## src/adc_host_defines.svh

```systemverilog
`ifndef ADC_HOST_DEFINES_SVH
`define ADC_HOST_DEFINES_SVH

`define CLK_PERIOD_NS 25
// Least waits round up, never below one cycle
`define CYC_MIN(ns) ((((ns) + `CLK_PERIOD_NS - 1) / `CLK_PERIOD_NS) < 1 ? 1 : \
	(((ns) + `CLK_PERIOD_NS - 1) / `CLK_PERIOD_NS))

`define T_CNCS_NS 10
`define T_CSCN_NS 10
`define T_CSCK_NS 8
`define T_CKCS_NS 10
`define T_PH_CN_NS 25
`define T_PL_RD_NS 15
`define T_PH_RD_NS 15
`define T_PH_RST_NS 50
`define T_STBYCN_US 100
`define T_RSTCN_US 25
`define T_SDRST_INT_MS 50
`define T_SDRST_EXT_MS 13
`define SYNC_LAT 3

`define ADDR_CTRL 4'h0
`define ADDR_CMD 4'h1
`define ADDR_STATUS 4'h2
`define ADDR_DATA 4'h3

`define CTRL_MODE_LSB 0
`define CTRL_OS_LSB 2
`define CTRL_EXT_REF 5
`define CTRL_DURING 6
`define CMD_START 0
`define CMD_STANDBY_CONTROL_N_ENTER 1
`define CMD_STANDBY_CONTROL_N_EXIT 2
`define CMD_SD_EXIT 3
`define CMD_RESET 4
`define ST_BUSY 0
`define ST_ACTIVE 1
`define ST_FIFO_VALID 2
`define ST_OVERLAP 3
`define ST_REFUSED 4
`define ST_POWER_OK 5

`define CHANNELS 6
`define SER_WORDS_PER_LINE 3
`endif

```

## src/adc_host_pkg.sv

```systemverilog
package adc_host_pkg;
	typedef enum logic [1:0] {
		MODE_PAR = 2'b00,
		MODE_BYTE = 2'b01,
		MODE_SER = 2'b10
	} mode_type;

	typedef enum logic [3:0] {
		S_IDLE = 4'b0000,
		S_STANDBY_CONTROL_N_WAIT = 4'b0001,
		S_SD_WAIT = 4'b0010,
		S_RST_HIGH = 4'b0011,
		S_RST_WAIT = 4'b0100,
		S_CONV = 4'b0101,
		S_CNCS_WAIT = 4'b0110,
		S_BUSY_RISE = 4'b0111,
		S_BUSY_FALL = 4'b1000,
		S_RD_LOW = 4'b1001,
		S_RD_HIGH = 4'b1010,
		S_SCK_LOW = 4'b1011,
		S_SCK_HIGH = 4'b1100,
		S_PUSH = 4'b1101,
		S_CS_HOLD = 4'b1110,
		S_FINISH = 4'b1111
	} state_type;
endpackage : adc_host_pkg

```

## src/adc_host.sv

```systemverilog
// Summary of operation
// - chip select waits 10 ns after start edge
// - during-conversion read ends 40 ns before busy falls (not timed here; a busy fall mid-read only sets the overlap flag)
// - after-conversion read starts after busy falls
// - read ends 10 ns before next start edge
// - chip select falls no later than read strobe
// - chip select rises no earlier than read strobe
// - chip select leads first serial edge by 8 ns
// - chip select held 10 ns after last edge
// - ratio select stable around busy falling edge
// - wait 100 us after standby exit
// - refuse starts until exit waits complete
// - wait 50 or 13 ms before reset
// - reset pulse high at least 50 ns
// - wait 25 us after reset before start
// - second start strobe within 500 us
//
// Added by the designer: the register addresses and the plain strobed port.
`timescale 1ns/10ps
`include "adc_host_defines.svh"

module sample_fifo #(
	parameter int WIDTH = 17,
	parameter int DEPTH = 8
) (
	input wire logic clk,
	input wire logic nrst,
	input wire logic in_valid,
	output logic in_ready,
	input wire logic [WIDTH-1:0] in_data,
	output logic out_valid,
	input wire logic out_ready,
	output logic [WIDTH-1:0] out_data
);
	localparam int AW = $clog2(DEPTH);
	logic [WIDTH-1:0] mem [DEPTH];
	logic [AW-1:0] wr_ptr_reg;
	logic [AW-1:0] rd_ptr_reg;
	logic [AW:0] count_reg;
	logic push;
	logic pop;

	assign in_ready = (count_reg != (AW+1)'(DEPTH));
	assign out_valid = (count_reg != '0);
	assign out_data = mem[rd_ptr_reg];
	assign push = in_valid && in_ready;
	assign pop = out_valid && out_ready;

	always_ff @(posedge clk) begin
		if (push) begin
			mem[wr_ptr_reg] <= in_data;
		end
	end

	always_ff @(posedge clk or negedge nrst) begin
		if (!nrst) begin
			wr_ptr_reg <= '0;
			rd_ptr_reg <= '0;
			count_reg <= '0;
		end else begin
			if (push) begin
				wr_ptr_reg <= (wr_ptr_reg == AW'(DEPTH - 1)) ? '0 : wr_ptr_reg + 1'b1;
			end
			if (pop) begin
				rd_ptr_reg <= (rd_ptr_reg == AW'(DEPTH - 1)) ? '0 : rd_ptr_reg + 1'b1;
			end
			count_reg <= count_reg + (AW+1)'(push) - (AW+1)'(pop);
		end
	end
endmodule : sample_fifo

module adc_host #(
	parameter int SDRST_INT_CYC = `CYC_MIN(`T_SDRST_INT_MS * 1000000),
	parameter int SDRST_EXT_CYC = `CYC_MIN(`T_SDRST_EXT_MS * 1000000),
	parameter int SCLK_HALF_CYC = 4,
	parameter int FIFO_DEPTH = 8
) (
	input wire logic clk,
	input wire logic nrst,
	input wire logic [3:0] addr,
	input wire logic [31:0] wdata,
	input wire logic wr_stb,
	input wire logic rd_stb,
	output logic [31:0] rdata,
	output logic sample_start_group_a,
	output logic sample_start_group_b,
	output logic cs_n,
	output logic rd_n,
	output logic sclk,
	output logic [2:0] oversample_ratio_select,
	output logic standby_control_n,
	output logic dev_reset,
	input wire logic busy,
	input wire logic [15:0] parallel_result_bus,
	input wire logic serial_out_first,
	input wire logic serial_out_second,
	input wire logic first_channel_flag
);
	import adc_host_pkg::*;

	localparam int CNCS_CYC = `CYC_MIN(`T_CNCS_NS);
	localparam int CSCN_CYC = `CYC_MIN(`T_CSCN_NS);
	localparam int CSCK_CYC = `CYC_MIN(`T_CSCK_NS);
	localparam int CKCS_CYC = `CYC_MIN(`T_CKCS_NS);
	localparam int CONV_HIGH_CYC = `CYC_MIN(`T_PH_CN_NS);
	localparam int RD_LOW_CYC = `CYC_MIN(`T_PL_RD_NS) + `SYNC_LAT;
	localparam int RD_HIGH_CYC = `CYC_MIN(`T_PH_RD_NS);
	localparam int RST_HIGH_CYC = `CYC_MIN(`T_PH_RST_NS);
	localparam int STBYCN_CYC = `CYC_MIN(`T_STBYCN_US * 1000);
	localparam int RSTCN_CYC = `CYC_MIN(`T_RSTCN_US * 1000);
	localparam int SCK_SETUP_CYC = (CSCK_CYC > SCLK_HALF_CYC) ? CSCK_CYC : SCLK_HALF_CYC;

	// ************************************************************
	// Pin synchronisers
	// ************************************************************
	logic [19:0] sync1_reg;
	logic [19:0] sync2_reg;
	logic busy_d_reg;
	logic busy_s;
	logic [15:0] bus_s;
	logic ser_a_s;
	logic ser_b_s;
	logic flag_s;

	always_ff @(posedge clk or negedge nrst) begin
		if (!nrst) begin
			sync1_reg <= '0;
			sync2_reg <= '0;
			busy_d_reg <= 1'b0;
		end else begin
			sync1_reg <= {busy, parallel_result_bus, serial_out_first, serial_out_second, first_channel_flag};
			sync2_reg <= sync1_reg;
			busy_d_reg <= sync2_reg[19];
		end
	end
	assign busy_s = sync2_reg[19];
	assign bus_s = sync2_reg[18:3];
	assign ser_a_s = sync2_reg[2];
	assign ser_b_s = sync2_reg[1];
	assign flag_s = sync2_reg[0];

	// ************************************************************
	// Control registers
	// ************************************************************
	logic [6:0] ctrl_reg;
	logic overlap_reg;
	logic refused_reg;
	logic power_ok_reg;
	state_type state_reg;
	logic cmd_wr;
	logic [4:0] cmd;
	mode_type mode;
	logic during;
	logic cmd_ok;
	logic fifo_in_valid;
	logic fifo_in_ready;
	logic [16:0] fifo_in_data;
	logic fifo_out_valid;
	logic fifo_out_ready;
	logic [16:0] fifo_out_data;
	logic reading;

	assign cmd_wr = wr_stb && (addr == `ADDR_CMD);
	assign cmd = wdata[4:0];
	assign mode = mode_type'(ctrl_reg[`CTRL_MODE_LSB +: 2]);
	// Serial reads are too long to fit inside a conversion, so they always go after it
	assign during = ctrl_reg[`CTRL_DURING] && (mode != MODE_SER);
	assign cmd_ok = (state_reg == S_IDLE);
	assign fifo_out_ready = rd_stb && (addr == `ADDR_DATA);
	assign reading = (state_reg == S_RD_LOW) || (state_reg == S_RD_HIGH) || (state_reg == S_PUSH);

	always_ff @(posedge clk or negedge nrst) begin
		if (!nrst) begin
			ctrl_reg <= '0;
		end else if (wr_stb && (addr == `ADDR_CTRL)) begin
			ctrl_reg <= wdata[6:0];
		end
	end

	// Sticky flags: a new event in the clearing cycle wins
	always_ff @(posedge clk or negedge nrst) begin
		if (!nrst) begin
			overlap_reg <= 1'b0;
			refused_reg <= 1'b0;
		end else begin
			if (wr_stb && (addr == `ADDR_STATUS) && wdata[`ST_OVERLAP]) begin
				overlap_reg <= 1'b0;
			end
			if (wr_stb && (addr == `ADDR_STATUS) && wdata[`ST_REFUSED]) begin
				refused_reg <= 1'b0;
			end
			if (reading && during && busy_d_reg && !busy_s) begin
				overlap_reg <= 1'b1;
			end
			if (cmd_wr && (cmd != '0) && (!cmd_ok || (cmd[`CMD_START] && (!power_ok_reg || busy_s)))) begin
				refused_reg <= 1'b1;
			end
		end
	end

	always_ff @(posedge clk or negedge nrst) begin
		if (!nrst) begin
			rdata <= '0;
		end else if (rd_stb) begin
			case (addr)
				`ADDR_CTRL: rdata <= {25'h0, ctrl_reg};
				`ADDR_STATUS: rdata <= {26'h0, power_ok_reg, refused_reg, overlap_reg, fifo_out_valid,
					(state_reg != S_IDLE), busy_s};
				`ADDR_DATA: rdata <= fifo_out_valid ? {15'h0, fifo_out_data} : 32'h0;
				default: rdata <= 32'h0;
			endcase
		end
	end

	// ************************************************************
	// Sequencer
	// ************************************************************
	logic [20:0] timer_reg;
	logic [3:0] word_reg;
	logic [3:0] bit_reg;
	logic second_reg;
	logic [7:0] hi_byte_reg;
	logic [15:0] sh_a_reg;
	logic [15:0] sh_b_reg;
	logic word_flag_reg;
	logic [3:0] last_word;
	logic t_done;

	assign last_word = (mode == MODE_BYTE) ? 4'(2 * `CHANNELS - 1) :
		(mode == MODE_SER) ? 4'(`SER_WORDS_PER_LINE - 1) : 4'(`CHANNELS - 1);
	assign fifo_in_valid = (state_reg == S_PUSH);
	assign fifo_in_data = second_reg ? {1'b0, sh_b_reg} : {word_flag_reg, sh_a_reg};

	function automatic logic reached(input logic [20:0] t, input int n);
		reached = (t >= 21'(n - 1));
	endfunction : reached

	always_ff @(posedge clk or negedge nrst) begin
		if (!nrst) begin
			state_reg <= S_IDLE;
			timer_reg <= '0;
			word_reg <= '0;
			bit_reg <= '0;
			second_reg <= 1'b0;
			hi_byte_reg <= '0;
			sh_a_reg <= '0;
			sh_b_reg <= '0;
			word_flag_reg <= 1'b0;
			power_ok_reg <= 1'b0;
			sample_start_group_a <= 1'b0;
			sample_start_group_b <= 1'b0;
			cs_n <= 1'b1;
			rd_n <= 1'b1;
			sclk <= 1'b0;
			oversample_ratio_select <= '0;
			standby_control_n <= 1'b1;
			dev_reset <= 1'b0;
		end else begin
			timer_reg <= timer_reg + 21'h1;
			case (state_reg)
				S_IDLE: begin
					timer_reg <= '0;
					if (cmd_wr) begin
						if (cmd[`CMD_START] && power_ok_reg && !busy_s) begin
							// Ratio pins only move here, well clear of any busy edge
							oversample_ratio_select <= ctrl_reg[`CTRL_OS_LSB +: 3];
							sample_start_group_a <= 1'b1;
							sample_start_group_b <= 1'b1;
							state_reg <= S_CONV;
						end else if (cmd[`CMD_STANDBY_CONTROL_N_ENTER]) begin
							standby_control_n <= 1'b0;
							power_ok_reg <= 1'b0;
						end else if (cmd[`CMD_STANDBY_CONTROL_N_EXIT]) begin
							standby_control_n <= 1'b1;
							power_ok_reg <= 1'b0;
							state_reg <= S_STANDBY_CONTROL_N_WAIT;
						end else if (cmd[`CMD_SD_EXIT]) begin
							standby_control_n <= 1'b1;
							power_ok_reg <= 1'b0;
							state_reg <= S_SD_WAIT;
						end else if (cmd[`CMD_RESET]) begin
							dev_reset <= 1'b1;
							power_ok_reg <= 1'b0;
							state_reg <= S_RST_HIGH;
						end
					end
				end
				S_STANDBY_CONTROL_N_WAIT: begin
					if (reached(timer_reg, STBYCN_CYC)) begin
						power_ok_reg <= 1'b1;
						state_reg <= S_IDLE;
					end
				end
				S_SD_WAIT: begin
					if (reached(timer_reg, ctrl_reg[`CTRL_EXT_REF] ? SDRST_EXT_CYC : SDRST_INT_CYC)) begin
						dev_reset <= 1'b1;
						timer_reg <= '0;
						state_reg <= S_RST_HIGH;
					end
				end
				S_RST_HIGH: begin
					if (reached(timer_reg, RST_HIGH_CYC)) begin
						dev_reset <= 1'b0;
						timer_reg <= '0;
						state_reg <= S_RST_WAIT;
					end
				end
				S_RST_WAIT: begin
					if (reached(timer_reg, RSTCN_CYC)) begin
						power_ok_reg <= 1'b1;
						state_reg <= S_IDLE;
					end
				end
				S_CONV: begin
					if (reached(timer_reg, CONV_HIGH_CYC)) begin
						sample_start_group_a <= 1'b0;
						sample_start_group_b <= 1'b0;
						timer_reg <= '0;
						state_reg <= during ? S_CNCS_WAIT : S_BUSY_RISE;
					end
				end
				S_CNCS_WAIT: begin
					// Strobe stayed high CONV_HIGH_CYC already; this adds the select delay on top
					if (reached(timer_reg, CNCS_CYC)) begin
						cs_n <= 1'b0;
						word_reg <= '0;
						timer_reg <= '0;
						state_reg <= S_RD_LOW;
					end
				end
				S_BUSY_RISE: begin
					if (busy_s) begin
						state_reg <= S_BUSY_FALL;
					end
				end
				S_BUSY_FALL: begin
					timer_reg <= '0;
					if (!busy_s) begin
						cs_n <= 1'b0;
						word_reg <= '0;
						bit_reg <= '0;
						state_reg <= (mode == MODE_SER) ? S_SCK_LOW : S_RD_LOW;
					end
				end
				S_RD_LOW: begin
					rd_n <= 1'b0;
					if (reached(timer_reg, RD_LOW_CYC)) begin
						rd_n <= 1'b1;
						timer_reg <= '0;
						if (mode == MODE_BYTE && !word_reg[0]) begin
							hi_byte_reg <= bus_s[7:0];
							word_flag_reg <= flag_s;
							state_reg <= S_RD_HIGH;
						end else begin
							sh_a_reg <= (mode == MODE_BYTE) ? {hi_byte_reg, bus_s[7:0]} : bus_s;
							if (mode != MODE_BYTE) begin
								word_flag_reg <= flag_s;
							end
							second_reg <= 1'b0;
							state_reg <= S_PUSH;
						end
					end
				end
				S_PUSH: begin
					// Full FIFO holds the read here until software drains it
					timer_reg <= '0;
					if (fifo_in_ready) begin
						if (mode == MODE_SER && !second_reg) begin
							second_reg <= 1'b1;
						end else if (mode == MODE_SER) begin
							word_reg <= word_reg + 4'h1;
							state_reg <= (word_reg == last_word) ? S_CS_HOLD : S_SCK_LOW;
						end else begin
							state_reg <= S_RD_HIGH;
						end
					end
				end
				S_RD_HIGH: begin
					if (reached(timer_reg, RD_HIGH_CYC)) begin
						timer_reg <= '0;
						word_reg <= word_reg + 4'h1;
						state_reg <= (word_reg == last_word) ? S_CS_HOLD : S_RD_LOW;
					end
				end
				S_SCK_LOW: begin
					if (reached(timer_reg, (bit_reg == 4'h0 && word_reg == 4'h0) ? SCK_SETUP_CYC : SCLK_HALF_CYC)) begin
						sh_a_reg <= {sh_a_reg[14:0], ser_a_s};
						sh_b_reg <= {sh_b_reg[14:0], ser_b_s};
						if (bit_reg == 4'h0) begin
							word_flag_reg <= flag_s;
						end
						sclk <= 1'b1;
						timer_reg <= '0;
						state_reg <= S_SCK_HIGH;
					end
				end
				S_SCK_HIGH: begin
					if (reached(timer_reg, SCLK_HALF_CYC)) begin
						sclk <= 1'b0;
						timer_reg <= '0;
						bit_reg <= bit_reg + 4'h1;
						second_reg <= 1'b0;
						state_reg <= (bit_reg == 4'hf) ? S_PUSH : S_SCK_LOW;
					end
				end
				S_CS_HOLD: begin
					if (reached(timer_reg, CKCS_CYC)) begin
						cs_n <= 1'b1;
						timer_reg <= '0;
						state_reg <= S_FINISH;
					end
				end
				S_FINISH: begin
					if (busy_s) begin
						timer_reg <= '0;
					end else if (reached(timer_reg, CSCN_CYC)) begin
						state_reg <= S_IDLE;
					end
				end
				default: begin
					state_reg <= S_IDLE;
				end
			endcase
		end
	end

	sample_fifo #(
		.WIDTH(17),
		.DEPTH(FIFO_DEPTH)
	) u_fifo (
		.clk(clk),
		.nrst(nrst),
		.in_valid(fifo_in_valid),
		.in_ready(fifo_in_ready),
		.in_data(fifo_in_data),
		.out_valid(fifo_out_valid),
		.out_ready(fifo_out_ready),
		.out_data(fifo_out_data)
	);
endmodule : adc_host

```

## config.mk

```make
export PLATFORM = sky130hd
export DESIGN_NAME = adc_host
export DESIGN_NICKNAME = d
export VERILOG_FILES = /design/src/adc_host_pkg.sv /design/src/adc_host.sv
export VERILOG_INCLUDE_DIRS = /design/src /design/src/src
export SDC_FILE = /design/constraint.sdc
export NUM_CORES = 1
export LEC_CHECK = 0
export ABC_AREA = 1
export BUFFER_PORTS_ARGS = -buffer_cell sky130_fd_sc_hd__buf_4
export CAP_MARGIN = 20
export CORE_ASPECT_RATIO = 1.5
export CORE_MARGIN = 5
export CORE_UTILIZATION = 60
export DETAILED_ROUTE_END_ITERATION = 7
export GPL_TIMING_DRIVEN = 0
export HOLD_SLACK_MARGIN = 0.15
export PLACE_DENSITY = 0.79
export RECOVER_POWER = 50
export SLEW_MARGIN = 20
export SYNTH_ARGS = -nofsm -noshare
export SYNTH_HDL_FRONTEND = slang
export SYNTH_SLANG_ARGS = --single-unit
```

## constraint.sdc

```tcl
create_clock -name clk -period 3.6 [get_ports clk]
set_clock_uncertainty 0.1 [all_clocks]
set_input_delay 0.36 -clock clk [delete_from_list [all_inputs] [get_ports clk]]
set_output_delay 0.36 -clock clk [all_outputs]
set_load 0.03 [all_outputs]
```

Yosys cells after proc, flatten, opt, wreduce, memory -nomap -nowiden
Memory sizes are Yosys's and may differ from the RTL's.
Index checks and enable logic that the tools add are counted.
Word-level totals
  flip-flop bits (word level): 177
  RAM bits: 136
  word-level logic and storage cells: 273
  memories: 1
Memories
  u_fifo.mem: words 8, bits a word 17, read ports 1, clocked after Yosys merged registers in 0, wr ports 1, line adc_host.sv:36  | logic [WIDTH-1:0] mem [DEPTH];
Operators by class
  add/sub/neg operators: 8
  magnitude comparators: 6
  equality and inequality tests: 59
  muxes and demuxes: 107
  bitwise gates (word level): 1
  reductions and logical operators: 64
Operators by type and width (number)
  $mux 21: 6
  $pmux 21 s6: 1
  $mux 4: 30
  $mux 16: 4
  $pmux 4 s16: 1
  $ne 2x2->1 const B: 26
  $pmux 17 s3: 1
  $mux 1: 43
  $ge 21x1->1 const B: 2
  $eq 4x4->1 const B: 9
  $mux 17: 2
  $pmux 16 s2: 1
  $mux 3: 8
  $add 21x1->21 const B: 1
  $ge 21x10->1 const B: 1
  $ge 21x12->1 const B: 1
  $ge 21x2->1 const B: 1
  $ge 21x21->1: 1
  $sub 21x1->21 const B: 1
  $reduce_and 20->1: 1
  $logic_and 1x1->1: 19
  $eq 4x2->1 const B: 4
  $eq 4x3->1 const B: 4
  $pmux 4 s4: 1
  36 further kinds: 76

Logic depth before layout (Yosys ltp)
  depth after elaboration: 9
  mapped depth: 13
  depth with buffers taken out: 13

By module
Synthesis repeated with hierarchy kept, for this count alone.
Unflattened totals
  cells, all modules: 1580
  area total of the unflattened synthesis: 14566.5 um^2
By module, submodules not included
  adc_host: times used 1, cells each 920, area an instance 8025.2 um^2, sequential area each 3807.4 um^2
  sample_fifo: times used 1, cells each 660, area an instance 6541.3 um^2, sequential area each 4334.2 um^2

Worst setup path before layout
OpenSTA, ideal clock, no wires.
  path type: reg2reg
  start: register state_reg[2]
  end: memory u_fifo.mem[6][0] (enable)
  setup time: 0.413 ns
  data arrival time: 2.429 ns
  required time: 3.087 ns
  slack: 0.659 ns
  cell stages (with the launch flop): 7
  clock period less this slack: 2.941 ns
  path through: dfrtp_1 buf_2 nand2_1 nor2_1 nand2_1 or2_2 nor3_1
Between the ends
  cells in the longest elaborated chain, start to end: 4
RTL lines
  from (decl): line adc_host.sv:149  | state_type state_reg;
  from (signal assigned): line adc_host.sv:319  | state_reg <= during ? S_CNCS_WAIT : S_BUSY_RISE;
  from (signal assigned): line adc_host.sv:342  | state_reg <= (mode == MODE_SER) ? S_SCK_LOW : S_RD_LOW;
  from (signal assigned): line adc_host.sv:372  | state_reg <= (word_reg == last_word) ? S_CS_HOLD : S_SCK_LOW;
  $eq 4x4->1: line adc_host.sv:231  | assign fifo_in_valid = (state_reg == S_PUSH);
  $logic_and 1x1->1: line adc_host.sv:46  | assign push = in_valid && in_ready;
  $mux 1: line adc_host.sv:50  | if (push) begin
  $mux 1 (implied by the code): line adc_host.sv:51  | mem[wr_ptr_reg] <= in_data;
  to (decl): line adc_host.sv:36
Every way passes these cells.

Final worst setup path
  start: input port rd_stb
  end: register u_fifo.count_reg[2]
Between the ends
  cells in the longest elaborated chain, start to end: 3
RTL lines
  from (decl): line adc_host.sv:83  | input wire logic rd_stb,
  $logic_and 1x1->1: line adc_host.sv:169  | assign fifo_out_ready = rd_stb && (addr == `ADDR_DATA);
  $logic_and 1x1->1: line adc_host.sv:47  | assign pop = out_valid && out_ready;
  via u_fifo.pop: line adc_host.sv:41  | logic pop;
  $sub 4x1->4: line adc_host.sv:67  | count_reg <= count_reg + (AW+1)'(push) - (AW+1)'(pop);
  to (signal assigned): line adc_host.sv:67
  to (decl): line adc_host.sv:39  | logic [AW:0] count_reg;
The timed path passes the listed nets, and every way through them passes these cells.
A chain may end at the register's enable or synchronous reset.

==> impl_metrics.json <==
{
  "wl_per_cell_um": 17.70,
  "vdd_ir_drop_max_mv": 0.4454,
  "rsz0062_at_grt": "no",
  "finalCritPeriodShare_pct": 88.61,
  "cap_violations": 1,
  "cts_tree": "yes",
  "fin_tns_setup_ns": 0,
  "comb_power_share_pct": 30.4,
  "fp.dieH_um": 196.4,
  "syn_area_per_cell_um2": 9.741,
  "grt.overflow.total": 0,
  "drive_gt1_share_pct": 11.56,
  "nFillCells": 1683,
  "clk_pin_slew_ns": 0.07,
  "required_ns": 3.94,
  "grt_start_max_net_pins": 93,
  "ys_seq_elements": 298,
  "grt_usage_pct": 25.56,
  "place_hpwl_mm": 23.56,
  "violations": "capacitance limit, slew limit",
  "grt_pass1_wl_mm": 54.86,
  "placementRows": 68,
  "synth_top_cell_area_share_pct": 29.40,
  "ys_warn_count": 0,
  "drtAntennaViolNets": 0,
  "fmax_mhz": 313.5,
  "io_buffers": 60,
  "hold_path_class": "input pin to flip-flop",
  "wl_mm": 33.13,
  "cp_slowest_cell": "nor4_4",
  "via_per_inst": 5.697,
  "cts_resized": 0,
  "hold_viol": 0,
  "crit_family": "buffers and inverters",
  "firstDrtPassIters": 6,
  "io_pins": 102,
  "syn_area_mm2": 0.01389,
  "largest_register_ff_count": 136,
  "tightest_slew_ns": 2.348,
  "syn_inst": 1426,
  "critPathCaptureType": "flip-flop",
  "drtIter0Drc": 911,
  "synth_enable_flop_cells": 136,
  "antenna_found_initial": 0,
  "cp_max_fo": 10,
  "async_flop_share_pct": 54.36,
  "root_buffer": "clkbuf_16",
  "gp_congestion": 1.060,
  "cts_buffers": 28,
  "p_seq_share_pct": 42.1,
  "fin_crit_ns": 3.190,
  "power.share.clock_pct": 27.5,
  "clock_latency_ns": 0.55,
  "ys_types": 49,
  "status": "finished, violations left",
  "fin_nets": 1657,
  "yosysSeqAreaShare_pct": 58.61,
  "power_density_mw_per_mm2": 638.1,
  "intPower_mw": 6.516,
  "synthFlopType": "dfrtp_1",
  "first_global_vias": 10860,
  "cp_data_arrival_time_ns": 3.53,
  "die_area_mm2": 0.02636,
  "coreArea_mm2": 0.02289,
  "htree_levels": 1,
  "antenna_cells": 0,
  "p_total_mw": 10.16,
  "netlist_top_cells_area": "edfxtp_1 29%, dfrtp_1 29%, nand2_1 6.9%",
  "maxSlewHeadroom_pct": -56.55,
  "critical_path.startpoint_type": "input pin",
  "clkSinkCount": 298,
  "path_class": "input pin to flip-flop",
  "area_growth_pct": 14.65,
  "switching_power_mw": 3.646,
  "swShare_pct": 35.88,
  "setup_viol": 0,
  "drv_slew": 92,
  "dieWidth_um": 134.2,
  "initial_core_util_pct": 60.69,
  "clockBufferDepth": 3,
  "worstPathCellList": "dlygate4sd3_1 -> buf_4 -> clkinv_1 -> nor4_4 -> buf_4 -> ha_1 -> inv_1 -> ha_1 -> inv_1 -> fa_1 -> xnor2_1",
  "drc": 0,
  "dr_total_vias": 10670,
  "cp_slowest_stage_delay_ns": 0.74,
  "leakage_nw": 6.867,
  "yosys.area.top_type": "edfxtp_1",
  "crit_buf_inv": 6
}
[final cells by class]
type | instances | area [um2] | area share [%]
inverters | 131 | 494.2 | 3.103
clock buffers | 38 | 775.7 | 4.871
well taps | 280 | 350.3 | 2.200
clock inverters | 14 | 113.9 | 0.7150
repair buffers | 100 | 760.7 | 4.777
multi-input cells | 941 | 4906 | 30.81
flip-flops and latches | 298 | 8142 | 51.12
plain buffers | 70 | 382.9 | 2.404
[through the flow]
stage / std cells / hold slack [ns] / utilization [%] / area [um2] / worst slack, ns
CTS: 1872 / 0.1594 / 70.28 / 16080 / 0.4085
detailed placement: 1787 / 0.2347 / 64.95 / 14860 / 0.3912
global route: 1872 / 0.2095 / 69.58 / 15930 / 0.2150
global placement: 1780 / 0.2317 / 64.42 / 14740 / -0.2736
finish: 1872 / 0.1636 / 69.58 / 15930 / 0.4101
floorplan: 1440 / -0.03559 / - / 13940 / 0.6588
[power by group through the flow]
stage / clock network [mW] / registers (mW) / logic, mW
after floorplan: 0 / 4.37 / 2.05
after global placement: 0 / 4.33 / 2.96
after detailed placement: 0 / 4.34 / 3.09
after CTS: 2.83 / 4.27 / 3.14
after global routing: 2.96 / 4.31 / 3.45
final: 2.80 / 4.28 / 3.09
[Yosys cell counts, types with 10 or more instances]
library cell  number
buf_4             18
edfxtp_1         136
o21ai_1           11
o21ai_2           20
nor2_1           165
nor3_1            18
nand2_1          255
o22ai_1           24
a21oi_1           32
nand4_1           22
inv_1            119
nor2_2            10
mux2_2            15
clkbuf_1          36
xor2_1            13
o21ai_0          142
nand3_1          110
dfrtp_1          159
ha_1              26
o211ai_1          20
[metal layers]
metal	up-vias	GRT usage, %	wire length [um]
met3	99	2.554	1353
met5	-	0	0
met2	321	48.41	18170
li1	5104	-	-
met1	5141	29.45	12260
met4	0	10.15	1343
[kinds of logic (layout without fill, tap and decap cells)]
group / Yosys count / after routing / synth area share (%)
multiplexers: 21 / 21 / 1.865
flip-flops: 298 / 298 / 58.61
buffers and inverters: 201 / 353 / 6.404
AO/OA/AOI/OAI: 267 / 267 / 11.18
other: 1 / 15 / 0.02700
XOR/XNOR: 17 / 17 / 1.072
adder cells (fa/ha/maj): 27 / 27 / 2.486
AND/OR/NAND/NOR: 594 / 594 / 18.36
[placed cells by master, fill, tap and decap left out, types with 4 or more instances in the layout]
cell             n
xor2_1          13
o22ai_1         24
o211ai_1        20
clkbuf_4        22
nand3_1        110
nor2_1         163
dfrtp_1        159
o21ai_0        141
edfxtp_1       136
buf_4           31
conb_1          15
o221ai_1         7
clkinv_1         6
mux2_2          15
clkbuf_1        71
nor2_2          12
buf_6           10
mux2_4           6
nand4_1         22
buf_2            6
nor3_1          16
inv_1          123
nand2_1        258
clkbuf_16       28
dlygate4sd3_1   33
xnor2_1          4
ha_1            26
o21ai_2         20
a21oi_1         32
o21ai_1         12
clkinv_2         7
[worst paths after layout]
| check | startpoint | endpoint | slack [ns] | cells past startpoint |
|---|---|---|---|---|
| setup reg to reg | state_reg[2] | u_fifo.mem[7][13] | 0.48 | 8 |
| hold / removal | addr[0] | rdata[2] | 0.16 | 6 |
| setup / recovery | rd_stb | u_fifo.count_reg[2] | 0.41 | 11 |
| max in group asynchronous | nrst | rdata[7] | 1.07 | 2 |
| min in group asynchronous | nrst | sync1_reg[14] | 0.98 | 2 |
| hold reg to reg | sync1_reg[16] | sync2_reg[16] | 0.24 | 0 |
[worst register-to-register path, stage by stage, from the launching register on]
cell and delay, ns:
dfrtp_1 0.32, clkbuf_1 0.30, nand2_1 0.23, nor2_1 0.38, nand2_1 0.15, inv_1 0.19, nand2_1 0.21, nor3_2 0.61
buf_4 0.32
[timing repair]
item                       CTS  global route
hold endpoints to repair   128             0
setup endpoints to repair    0             0
hold buffers                33             0
setup buffers                0             0
(Power assumes the default switching activity.)
